--- config.mk ---
export PLATFORM = sky130hd
export DESIGN_NAME = motor_drive_protection_supervisor
export DESIGN_NICKNAME = d
export VERILOG_FILES = /design/src/hdl/motor_sup_pkg.sv /design/src/hdl/motor_drive_protection_supervisor.sv
export SDC_FILE = /design/constraint.sdc
export NUM_CORES = 2
export LEC_CHECK = 0
export ABC_AREA = 1
export BUFFER_PORTS_ARGS = -buffer_cell sky130_fd_sc_hd__buf_2
export CORE_MARGIN = 5
export CORE_UTILIZATION = 60
export DETAILED_ROUTE_END_ITERATION = 10
export PLACE_DENSITY = 0.77
export REMOVE_ABC_BUFFERS = 1
export SLEW_MARGIN = 10
export SYNTH_ARGS = -nofsm -noshare
export SYNTH_HDL_FRONTEND = slang
export SYNTH_SLANG_ARGS = --single-unit
--- constraint.sdc ---
create_clock -name i_core_clk -period 56.3 [get_ports i_core_clk]
set_clock_uncertainty 0.2 [all_clocks]
set_input_delay 2.815 -clock i_core_clk [delete_from_list [all_inputs] [get_ports i_core_clk]]
set_output_delay 2.815 -clock i_core_clk [all_outputs]
set_load 0.1 [all_outputs]
--- src/hdl/motor_sup_pkg.sv ---
// Constants, register map and port types of the motor drive protection supervisor
package motor_sup_pkg;
   // Clock and carrier timing
   localparam int CLK_MHZ           = 40;
   localparam int CARRIER_PERIOD_US = 100;
   localparam int CARRIER_CYCLES    = CARRIER_PERIOD_US * CLK_MHZ;
   localparam int CARRIER_PEAK      = CARRIER_CYCLES / 2;
   localparam int TICK_PERIOD_MS    = 1;
   localparam int TICK_CYCLES       = TICK_PERIOD_MS * 1000 * CLK_MHZ;

   // Converter scaling: full-scale code and physical spans
   localparam int ADC_FS_CODE       = 32'h0000_0FFF;
   localparam int CUR_MAX_CODE      = 32'h0000_0E8B;
   localparam int VBUS_FS_V         = 111;
   localparam int CUR_SPAN_X100     = 2500;
   localparam int CUR_NEG_X100      = 1250;

   // Protection thresholds
   localparam int OC_LIMIT_X100     = 89;
   localparam int OV_LIMIT_V        = 28;
   localparam int UV_LIMIT_V        = 14;
   localparam int OS_LIMIT_RPM      = 3000;
   localparam int CUR_OFFS_SCALED   = CUR_NEG_X100 * ADC_FS_CODE;
   localparam int OC_LIM_SCALED     = OC_LIMIT_X100 * ADC_FS_CODE;
   localparam int OV_LIM_SCALED     = OV_LIMIT_V * ADC_FS_CODE;
   localparam int UV_LIM_SCALED     = UV_LIMIT_V * ADC_FS_CODE;

   // Event priority levels, 0 highest
   localparam logic [3:0] PRIO_FAULT   = 4'h0;
   localparam logic [3:0] PRIO_CARRIER = 4'h5;
   localparam logic [3:0] PRIO_TICK    = 4'hA;
   localparam logic [3:0] PRIO_MIN     = 4'hF;

   // Register byte offsets
   localparam logic [7:0] REG_CMD     = 8'h00;
   localparam logic [7:0] REG_STATUS  = 8'h04;
   localparam logic [7:0] REG_MASK    = 8'h08;
   localparam logic [7:0] REG_VCMD_U  = 8'h0C;
   localparam logic [7:0] REG_VCMD_V  = 8'h10;
   localparam logic [7:0] REG_VCMD_W  = 8'h14;
   localparam logic [7:0] REG_STARTUP = 8'h18;
   localparam logic [7:0] REG_PRIO    = 8'h1C;
   localparam logic [7:0] REG_VBUS    = 8'h20;
   localparam logic [7:0] REG_CAUSE   = 8'h24;

   // Command bits and status bit positions
   localparam int CMD_RUN   = 0;
   localparam int CMD_STOP  = 1;
   localparam int CMD_RESET = 2;
   localparam int ST_OC     = 0;
   localparam int ST_OV     = 1;
   localparam int ST_UV     = 2;
   localparam int ST_OS     = 3;
   localparam int ST_CAR    = 4;
   localparam int ST_TICK   = 5;
   localparam int ST_ESTOP  = 6;
   localparam int ST_W      = 7;

   // Reset values
   localparam logic [ST_W-1:0] MASK_RST    = 7'h00;
   localparam logic [11:0]     VCMD_RST    = 12'h000;
   localparam logic [2:0]      STARTUP_RST = 3'h0;

   typedef enum logic [1:0] {
      drive_stopped_mode = 2'b00,
      drive_running_mode = 2'b01,
      fault_mode         = 2'b10
   } mode_e;

   typedef struct packed {
      logic [11:0]      vbus;
      logic [2:0][11:0] iph;
      logic [15:0]      speed_rpm;
   } samples_s;

   typedef struct packed {
      logic [5:0] level;
      logic [5:0] oe;
   } pwm_s;

   typedef struct packed {
      logic id_src;
      logic iq_src;
      logic spd_src;
   } ref_sel_s;
endpackage

--- src/hdl/motor_drive_protection_supervisor.sv ---
// Motor drive protection supervisor: mode machine, protection checks, PWM and events
`timescale 1ns/1ps
module motor_drive_protection_supervisor #(
   parameter int TICK_CYCLES_P = motor_sup_pkg::TICK_CYCLES
) (
   input  wire logic                     i_core_clk,
   input  wire logic                     i_reset,
   input  wire logic                     i_wb_cyc,
   input  wire logic                     i_wb_stb,
   input  wire logic                     i_wb_we,
   input  wire logic [7:0]               i_wb_adr,
   input  wire logic [31:0]              i_wb_dat,
   input  wire logic [3:0]               i_wb_sel,
   output      logic [31:0]              o_wb_dat,
   output      logic                     o_wb_ack,
   input  wire motor_sup_pkg::samples_s  i_samples,
   input  wire logic                     i_estop_n,
   output      motor_sup_pkg::pwm_s      o_pwm,
   output      motor_sup_pkg::mode_e     o_mode,
   output      motor_sup_pkg::ref_sel_s  o_ref_sel,
   output      logic                     o_irq
);
   import motor_sup_pkg::*;

   localparam logic [10:0] PEAK       = 11'(CARRIER_PEAK);
   localparam logic [15:0] TICK_LAST  = 16'(TICK_CYCLES_P - 1);

   mode_e            mode_r;
   mode_e            mode_nxt;
   logic             ack_r;
   logic [31:0]      rdat_r;
   logic [ST_W-1:0]  status_r;
   logic [ST_W-1:0]  mask_r;
   logic [ST_W-1:0]  cause_r;
   logic [2:0][11:0] vcmd_r;
   logic [2:0]       startup_r;
   logic [11:0]      vbus_r;
   logic [10:0]      car_r;
   logic             car_up_r;
   logic [15:0]      tick_cnt_r;
   logic [2:0][10:0] duty_r;
   logic [2:0][10:0] duty_nxt;
   logic [2:0]       phase_on_r;

   // Bus decode; writes land on the edge where the master sees ack
   wire        bus_req  = i_wb_cyc & i_wb_stb;
   wire        wr_en    = bus_req & i_wb_we & ack_r;
   wire        wr_cmd   = wr_en & (i_wb_adr == REG_CMD) & i_wb_sel[0];
   wire        wr_stat  = wr_en & (i_wb_adr == REG_STATUS) & i_wb_sel[0];
   wire        wr_mask  = wr_en & (i_wb_adr == REG_MASK) & i_wb_sel[0];
   wire        wr_start = wr_en & (i_wb_adr == REG_STARTUP) & i_wb_sel[0];
   wire [2:0]  wr_vcmd;
   assign wr_vcmd[0] = wr_en & (i_wb_adr == REG_VCMD_U);
   assign wr_vcmd[1] = wr_en & (i_wb_adr == REG_VCMD_V);
   assign wr_vcmd[2] = wr_en & (i_wb_adr == REG_VCMD_W);

   wire        run_cmd   = wr_cmd & i_wb_dat[CMD_RUN];
   wire        stop_cmd  = wr_cmd & i_wb_dat[CMD_STOP];
   wire        reset_cmd = wr_cmd & i_wb_dat[CMD_RESET];

   // Carrier crest is the overflow event and the 100 us check instant
   wire        car_tick  = car_up_r & (car_r == PEAK);
   wire        ms_tick   = (tick_cnt_r == TICK_LAST);

   // voltage scaled by the full-scale span, so thresholds stay exact integers
   wire [19:0] vbus_scaled = 20'(i_samples.vbus) * 20'(VBUS_FS_V);
   wire        ov_hit      = vbus_scaled > 20'(OV_LIM_SCALED);
   wire        uv_hit      = vbus_scaled < 20'(UV_LIM_SCALED);
   wire        os_hit      = i_samples.speed_rpm > 16'(OS_LIMIT_RPM);
   logic       oc_hit;

   // clamp to the highest attainable code, then compare magnitude in 0.01 A units
   always_comb
   begin
      logic [11:0] code;
      logic [24:0] diff;
      code   = 12'h000;
      diff   = 25'h000_0000;
      oc_hit = 1'b0;
      for (int p = 0; p < 3; p++)
      begin
         code = (i_samples.iph[p] > 12'(CUR_MAX_CODE)) ? 12'(CUR_MAX_CODE)
                                                      : i_samples.iph[p];
         diff = 25'(code) * 25'(CUR_SPAN_X100) - 25'(CUR_OFFS_SCALED);
         if (diff[24])
            diff = 25'(0) - diff;
         if (diff > 25'(OC_LIM_SCALED))
            oc_hit = 1'b1;
      end
   end

   // protection checks act only at the 100 us instant; tick and emergency events are not gated by it
   wire [ST_W-1:0] chk_evt;
   assign chk_evt[ST_OC]    = car_tick & oc_hit;
   assign chk_evt[ST_OV]    = car_tick & ov_hit;
   assign chk_evt[ST_UV]    = car_tick & uv_hit;
   assign chk_evt[ST_OS]    = car_tick & os_hit;
   assign chk_evt[ST_CAR]   = car_tick;
   assign chk_evt[ST_TICK]  = ms_tick;
   assign chk_evt[ST_ESTOP] = ~i_estop_n;
   // fault raised internally by any check
   wire   fault_evt = |chk_evt[ST_OS:ST_OC];

   // mode transitions; a fault outranks any command in the same cycle
   always_comb
   begin
      mode_nxt = mode_r;
      unique case (mode_r)
         drive_stopped_mode:
         begin
            if (fault_evt)
               mode_nxt = fault_mode;
            else if (run_cmd)
               mode_nxt = drive_running_mode;
         end
         drive_running_mode:
         begin
            if (fault_evt)
               mode_nxt = fault_mode;
            else if (stop_cmd)
               mode_nxt = drive_stopped_mode;
         end
         fault_mode:
         begin
            if (reset_cmd && !fault_evt)
               mode_nxt = drive_stopped_mode;
         end
         default:
            mode_nxt = fault_mode;
      endcase
   end

   // single mode register for this channel
   always_ff @(posedge i_core_clk or posedge i_reset)
   begin
      if (i_reset)
         mode_r <= drive_stopped_mode;
      else
         mode_r <= mode_nxt;
   end

   // Triangular carrier, 0 up to peak and back, one full period per 100 us
   always_ff @(posedge i_core_clk or posedge i_reset)
   begin
      if (i_reset)
      begin
         car_r    <= 11'h000;
         car_up_r <= 1'b1;
      end
      else
      begin
         if (car_up_r)
            car_r <= (car_r == PEAK) ? car_r - 11'h001 : car_r + 11'h001;
         else
            car_r <= (car_r == 11'h000) ? car_r + 11'h001 : car_r - 11'h001;
         if ((car_up_r && car_r == PEAK) || (!car_up_r && car_r == 11'h000))
            car_up_r <= ~car_up_r;
      end
   end

   // Free-running 1 ms tick
   always_ff @(posedge i_core_clk or posedge i_reset)
   begin
      if (i_reset)
         tick_cnt_r <= 16'h0000;
      else
         tick_cnt_r <= ms_tick ? 16'h0000 : tick_cnt_r + 16'h0001;
   end

   // modulation factor times carrier peak; saturates at full duty
   always_comb
   begin
      logic [22:0] quo;
      quo      = 23'h00_0000;
      duty_nxt = '0;
      for (int p = 0; p < 3; p++)
      begin
         if (vbus_r == 12'h000)
            quo = 23'h00_0000;
         else
            quo = (23'(vcmd_r[p]) * 23'(CARRIER_PEAK)) / 23'(vbus_r);
         duty_nxt[p] = (quo > 23'(CARRIER_PEAK)) ? PEAK : quo[10:0];
      end
   end

   // bus sample and duty registers refresh at the crest, so a period stays whole
   always_ff @(posedge i_core_clk or posedge i_reset)
   begin
      if (i_reset)
      begin
         vbus_r <= 12'h000;
         duty_r <= '0;
      end
      else if (car_tick)
      begin
         vbus_r <= i_samples.vbus;
         duty_r <= duty_nxt;
      end
   end

   // phase on while the command level exceeds the carrier
   always_ff @(posedge i_core_clk or posedge i_reset)
   begin
      if (i_reset)
         phase_on_r <= 3'h0;
      else
         for (int p = 0; p < 3; p++)
            phase_on_r[p] <= duty_r[p] > car_r;
   end

   // Upper pins are high while the phase is on, lower pins are their complement; no dead time is inserted here
   assign o_pwm.level = {phase_on_r, ~phase_on_r};
   // pins float on emergency input or whenever this channel is not running
   assign o_pwm.oe    = {6{i_estop_n & (mode_r == drive_running_mode)}};
   assign o_mode      = mode_r;

   // Software registers; status set wins over a same-cycle clear
   always_ff @(posedge i_core_clk or posedge i_reset)
   begin
      if (i_reset)
      begin
         status_r  <= '0;
         mask_r    <= MASK_RST;
         vcmd_r    <= {3{VCMD_RST}};
         startup_r <= STARTUP_RST;
         cause_r   <= '0;
      end
      else
      begin
         status_r <= (status_r & ~(wr_stat ? i_wb_dat[ST_W-1:0] : '0)) | chk_evt;
         if (wr_mask)
            mask_r <= i_wb_dat[ST_W-1:0];
         if (wr_start)
            startup_r <= i_wb_dat[2:0];
         for (int p = 0; p < 3; p++)
         begin
            if (wr_vcmd[p] && i_wb_sel[0])
               vcmd_r[p][7:0] <= i_wb_dat[7:0];
            if (wr_vcmd[p] && i_wb_sel[1])
               vcmd_r[p][11:8] <= i_wb_dat[11:8];
         end
         if (fault_evt && mode_r != fault_mode)
            cause_r <= chk_evt;
      end
   end

   // start-up reference source flags, driven only while running
   assign o_ref_sel.id_src  = startup_r[0] & (mode_r == drive_running_mode);
   assign o_ref_sel.iq_src  = startup_r[1] & (mode_r == drive_running_mode);
   assign o_ref_sel.spd_src = startup_r[2] & (mode_r == drive_running_mode);

   // Pending unmasked events and the most urgent level among the fault, carrier and tick events
   wire [ST_W-1:0] pend = status_r & mask_r;
   logic [3:0]     prio_lvl;
   assign prio_lvl = (|pend[ST_OS:ST_OC]) ? PRIO_FAULT :
                     pend[ST_CAR]         ? PRIO_CARRIER :
                     pend[ST_TICK]        ? PRIO_TICK : PRIO_MIN;
   assign o_irq    = |pend;

   // Read mux; unmapped addresses read zero and still ack
   logic [31:0] rmux;
   always_comb
   begin
      rmux = 32'h0000_0000;
      unique case (i_wb_adr)
         REG_CMD:     rmux = {30'h0000_0000, mode_r};
         REG_STATUS:  rmux = {25'h000_0000, status_r};
         REG_MASK:    rmux = {25'h000_0000, mask_r};
         REG_VCMD_U:  rmux = {20'h0_0000, vcmd_r[0]};
         REG_VCMD_V:  rmux = {20'h0_0000, vcmd_r[1]};
         REG_VCMD_W:  rmux = {20'h0_0000, vcmd_r[2]};
         REG_STARTUP: rmux = {29'h0000_0000, startup_r};
         REG_PRIO:    rmux = {28'h000_0000, prio_lvl};
         REG_VBUS:    rmux = {20'h0_0000, vbus_r};
         REG_CAUSE:   rmux = {25'h000_0000, cause_r};
         default:     rmux = 32'h0000_0000;
      endcase
   end

   // One wait state: ack one cycle after the request, dropped the cycle after
   always_ff @(posedge i_core_clk or posedge i_reset)
   begin
      if (i_reset)
      begin
         ack_r  <= 1'b0;
         rdat_r <= 32'h0000_0000;
      end
      else
      begin
         ack_r  <= bus_req & ~ack_r;
         rdat_r <= rmux;
      end
   end
   assign o_wb_ack = ack_r;
   assign o_wb_dat = rdat_r;

   property p_mode_legal;
      @(posedge i_core_clk) disable iff (i_reset)
      mode_r inside {drive_stopped_mode, drive_running_mode, fault_mode};
   endproperty
   a_mode_legal: assert property (p_mode_legal) else $error("illegal mode");

   property p_run_start;
      @(posedge i_core_clk) disable iff (i_reset)
      (mode_r == drive_stopped_mode && run_cmd && !fault_evt) |=> mode_r == drive_running_mode;
   endproperty
   a_run_start: assert property (p_run_start) else $error("run not taken");

   property p_fault_hold;
      @(posedge i_core_clk) disable iff (i_reset)
      (mode_r == fault_mode && !reset_cmd) |=> mode_r == fault_mode;
   endproperty
   a_fault_hold: assert property (p_fault_hold) else $error("fault left early");

   property p_estop_hiz;
      @(posedge i_core_clk) disable iff (i_reset)
      !i_estop_n |-> o_pwm.oe == 6'h00;
   endproperty
   a_estop_hiz: assert property (p_estop_hiz) else $error("pins driven in stop");

   property p_oc_fault;
      @(posedge i_core_clk) disable iff (i_reset)
      (car_tick && oc_hit) |=> mode_r == fault_mode ##1 o_pwm.oe == 6'h00;
   endproperty
   a_oc_fault: assert property (p_oc_fault) else $error("overcurrent ignored");

   property p_volt_fault;
      @(posedge i_core_clk) disable iff (i_reset)
      (car_tick && (ov_hit || uv_hit)) |=> mode_r == fault_mode;
   endproperty
   a_volt_fault: assert property (p_volt_fault) else $error("voltage fault ignored");

   property p_os_fault;
      @(posedge i_core_clk) disable iff (i_reset)
      (car_tick && os_hit && mode_r != fault_mode) |=> mode_r == fault_mode && cause_r[ST_OS];
   endproperty
   a_os_fault: assert property (p_os_fault) else $error("overspeed ignored");

   property p_tick_spacing;
      @(posedge i_core_clk) disable iff (i_reset)
      car_tick |=> !car_tick [*8];
   endproperty
   a_tick_spacing: assert property (p_tick_spacing) else $error("crest too soon");

   property p_compare;
      @(posedge i_core_clk) disable iff (i_reset)
      ##1 o_pwm.level[0] == ($past(duty_r[0]) <= $past(car_r));
   endproperty
   a_compare: assert property (p_compare) else $error("carrier compare wrong");

   property p_prio;
      @(posedge i_core_clk) disable iff (i_reset)
      pend[ST_OC] |-> prio_lvl == 4'h0 && o_irq;
   endproperty
   a_prio: assert property (p_prio) else $error("fault not top level");

   property p_ack_pulse;
      @(posedge i_core_clk) disable iff (i_reset)
      ack_r |=> !ack_r;
   endproperty
   a_ack_pulse: assert property (p_ack_pulse) else $error("ack held two cycles");
endmodule

==> impl_metrics.csv <==
group,metric,value,unit
critical_path,endpoint_kind,"register",
floorplanning,ios,165,
min_path,hold_path.class,"reg2reg",
grt,grt_use_met1,37.0,%
power,p_int,630,uW
synth,synth_area_leaders,"ha_1 22%, nand2_1 12%, inv_1 10%, fa_1 7.7%, dfrtp_1 6.5%",
placed_design,pre_cts_ws,-0.469,ns
clock_network,clock_sinks,151,
timing,hold_violations,0,
synth,syn_area,0.0579,mm^2
timing,setup_viol,0,
routing,drt_wl_total,147000,um
clock_network,path_clk_slew,0.06,ns
timing,timing.final.ws_setup,4.10,ns
clock_network,clockBufferDepth,2,
timing,slew_headroom,22.9,%
finish,final_nets,10375,
synth,yosysMostFrequentCell,"nand2_1",
power,p_seq_share,7.8,%
synth,yosys-top-cells-count,"1,856 x nand2_1, 1,581 x inv_1, 1,019 x ha_1, 578 x nor2_1, 575 x o21ai_0",
clock_network,htree_levels,4,
synth,ys_ff_latch,151,
finish,syn_to_final_growth,7.46,%
grt,grt_use_met3,2.25,%
routing,drt_iter0_drc,3362,
power,power_frac_clock,7.7,%
finish,drive_gt1_share,10.7,%
routing,ant_nets,0,
floorplanning,coreArea,0.0963,mm^2
critical_path,worstSetupStartpointType,"register",
grt,overflow,0,
floorplanning,die_h,321,um
critical_path,cp_common_cell,"nand2_1",
critical_path,crit_required,56.38,ns
power,p_per_area,23.4,mW/mm^2
critical_path,critical_path_class,"reg2reg",
power,design_power_total,1.46,mW
power,pwr-share-comb,84.6,%
synth,ys_warn_count,0,
floorplanning,start_util,60.2,%
grt,top_usage_layer,"met2",
power,p_leak,37.0,nW
floorplanning,floorplan.die_area,0.103,mm^2
timing,drv_slew,0,
grt,grt_max_degree,78,
routing,viasPerCell,5.47,
routing,dr.pass1.iters,6,
grt,grt_use_total,27.4,%
clock_network,holdBufCountCts,0,
timing,max_freq,0.0192,GHz
placed_design,io_buffers,122,
finish,nFillCells,8679,
critical_path,slowest_stage,"fa_1",
critical_path,critical_path.max_stage_delay,0.54,ns
clock_network,clock_latency,0.46,ns
power,switching_power,827,uW
synth,synth_edf_count,0,
timing,post-route-period-util,92.7,%
synth,synth_cell_types,78,
routing,routedWlPerCell,14.3,um
grt,grt_pass1_wl,244000,um
critical_path,crit_fanout,20,
timing,period_needed,52.20,ns
clock_network,tritoncts,"built",
synth,syn_area_per_cell,6.56,um^2
synth,synthArstFlopShare,100,%
status,status,"finished, final reports clean",
power,swShare,56.8,%
synth,synthCells,8827,
timing,whs,0.250,ns
placed_design,place_hpwl,120000,um
synth,yosysTopAreaCellShare,22.0,%
power,power.ir.vdd_worst,39.9,uV
job,max-cap-violations,0,
floorplanning,fp-row-count,114,
clock_network,numCtsBuffers,17,
routing,drc,0,
synth,ys.flop_type,"dfrtp_1",
grt,grt_antenna_before_repair,2,
critical_path,critical_path_arrival,52.28,ns
timing,tightest_slew,1.16,ns
grt,grtUsageMet2,47.1,%
synth,yosysTopAreaCell,"ha_1",
placed_design,gp_congestion,0.890,
routing,vias,56399,
floorplanning,die_x,321,um
synth,ys_seq_area_share,6.53,%
clock_network,clockRootBuffer,"clkbuf_16",
grt,grt_pass1_vias,52533,
## metal layers
| layer | part of all wire [%] | up-vias | wire, um |
|---|---|---|---|
| met5 | 0.0088 | - | 13 |
| met1 | 45 | 25700 | 66700 |
| met4 | 3.1 | 2 | 4610 |
| li1 | - | 29058 | - |
| met2 | 46 | 1380 | 68500 |
| met3 | 5.1 | 259 | 7590 |
## per-stage QoR
step           TNS [ns]  util (%)  std cells  area, um^2
3_3_place_gp          0      62.2      10160       59900
4_1_cts               0      62.8      10192       60500
3_5_place_dp      -7.00      62.2      10160       59900
2_1_floorplan         0         -       8697       57200
5_1_grt          -10.89      64.6      10309       62200
6_report              0      64.6      10310       62200
## registers in the layout (all words and copies together) (netlist names)
register / count
phase_on_r: 3
mask_r: 7
vcmd_r: 36
startup_r: 3
o_mode: 2
cause_r: 7
car_up_r: 1
tick_cnt_r: 16
car_r: 11
o_wb_dat: 12
vbus_r: 12
status_r: 7
duty_r: 33
o_wb_ack: 1
## critical path, delay by kind of cell, from the launching register on
family,cells,cell delay (ns)
buf+inv,65,6.00
compound gates,147,23.96
simple gates,114,11.64
xor+xnor,1,0.15
flops,1,0.44
fa+ha+maj,28,9.51
## what timing repair did
action	in CTS	in global routing
resized for setup	12	287
pin swaps	0	49
setup buffers	0	106
endpoints found under the setup margin	29	33
cloned	0	11
## layout by cell type (no fill, tap or decap), types with 17 or more instances in the layout
master	Yosys	final
clkinvlp_4	0	18
nor2_1	578	561
a21oi_1	496	421
inv_1	1581	1546
nor2_4	32	43
conb_1	1	20
inv_2	61	74
buf_4	34	165
nor4_1	27	27
nand3_2	51	51
ha_1	1019	1016
nand3_1	418	413
xnor2_1	217	216
a21o_1	96	96
dfrtp_1	150	133
nor2_2	29	37
xor2_1	374	374
nand4_1	125	125
o21ai_2	15	28
a21oi_2	19	89
buf_2	15	122
nor3_1	88	88
o22ai_1	17	17
nand3b_1	37	37
nand2_4	22	31
o21bai_1	96	87
dfrtp_2	0	17
nand2_1	1856	1838
nand2_2	74	86
fa_1	222	222
o31ai_1	44	42
clkbuf_16	0	17
o21ai_1	74	101
or2_2	85	85
o21ai_0	575	535
## power groups by stage
stage | Combinational, mW | Clock [mW] | Sequential [mW]
after floorplan | 0.983 | 0 | 0.119
after global placement | 1.18 | 0 | 0.115
after detailed placement | 1.21 | 0 | 0.115
after CTS | 1.22 | 0.113 | 0.113
after global routing | 1.42 | 0.118 | 0.113
final | 1.23 | 0.112 | 0.113
## cell type report
type                            count  area, um^2  area share (%)
Antenna cell                        1        2.50         0.00402
Clock buffer                       19         443           0.712
Clock inverter                     13         111           0.179
Inverter                         1654        6310            10.1
Multi-Input combinational cell   6898       48000            77.2
Sequential cell                   151        3800            6.11
Tap cell                         1276        1600            2.56
Timing Repair Buffer              293        1930            3.09
Timing Repair inverter              5        25.0          0.0402
## cell families after synthesis
kind of cell / Yosys count / synth area share [%]
flip-flops: 151 / 6.53
other: 1 / 0.00647
AND/OR/NAND/NOR: 3474 / 27.1
multiplexers: 1 / 0.0173
adder cells (fa/ha/maj): 1241 / 29.7
XOR/XNOR: 591 / 8.94
buffers and inverters: 1803 / 12.1
AO/OA/AOI/OAI: 1565 / 15.6
## path summary, 6_finish.rpt
path | from | endpoint | slack [ns] | cells past startpoint
max | vcmd_r[29] | duty_r[22] | 4.10 | 355
min reg2reg | o_wb_ack | o_wb_ack | 0.25 | 1
min | o_wb_ack | o_wb_ack | 0.25 | 1
max in group asynchronous | i_reset | vcmd_r[26] | 52.08 | 3
min in group asynchronous | i_reset | tick_cnt_r[15] | 2.26 | 2
max reg2reg | vcmd_r[29] | duty_r[22] | 4.10 | 355
Power figures use the tool's default switching activity.
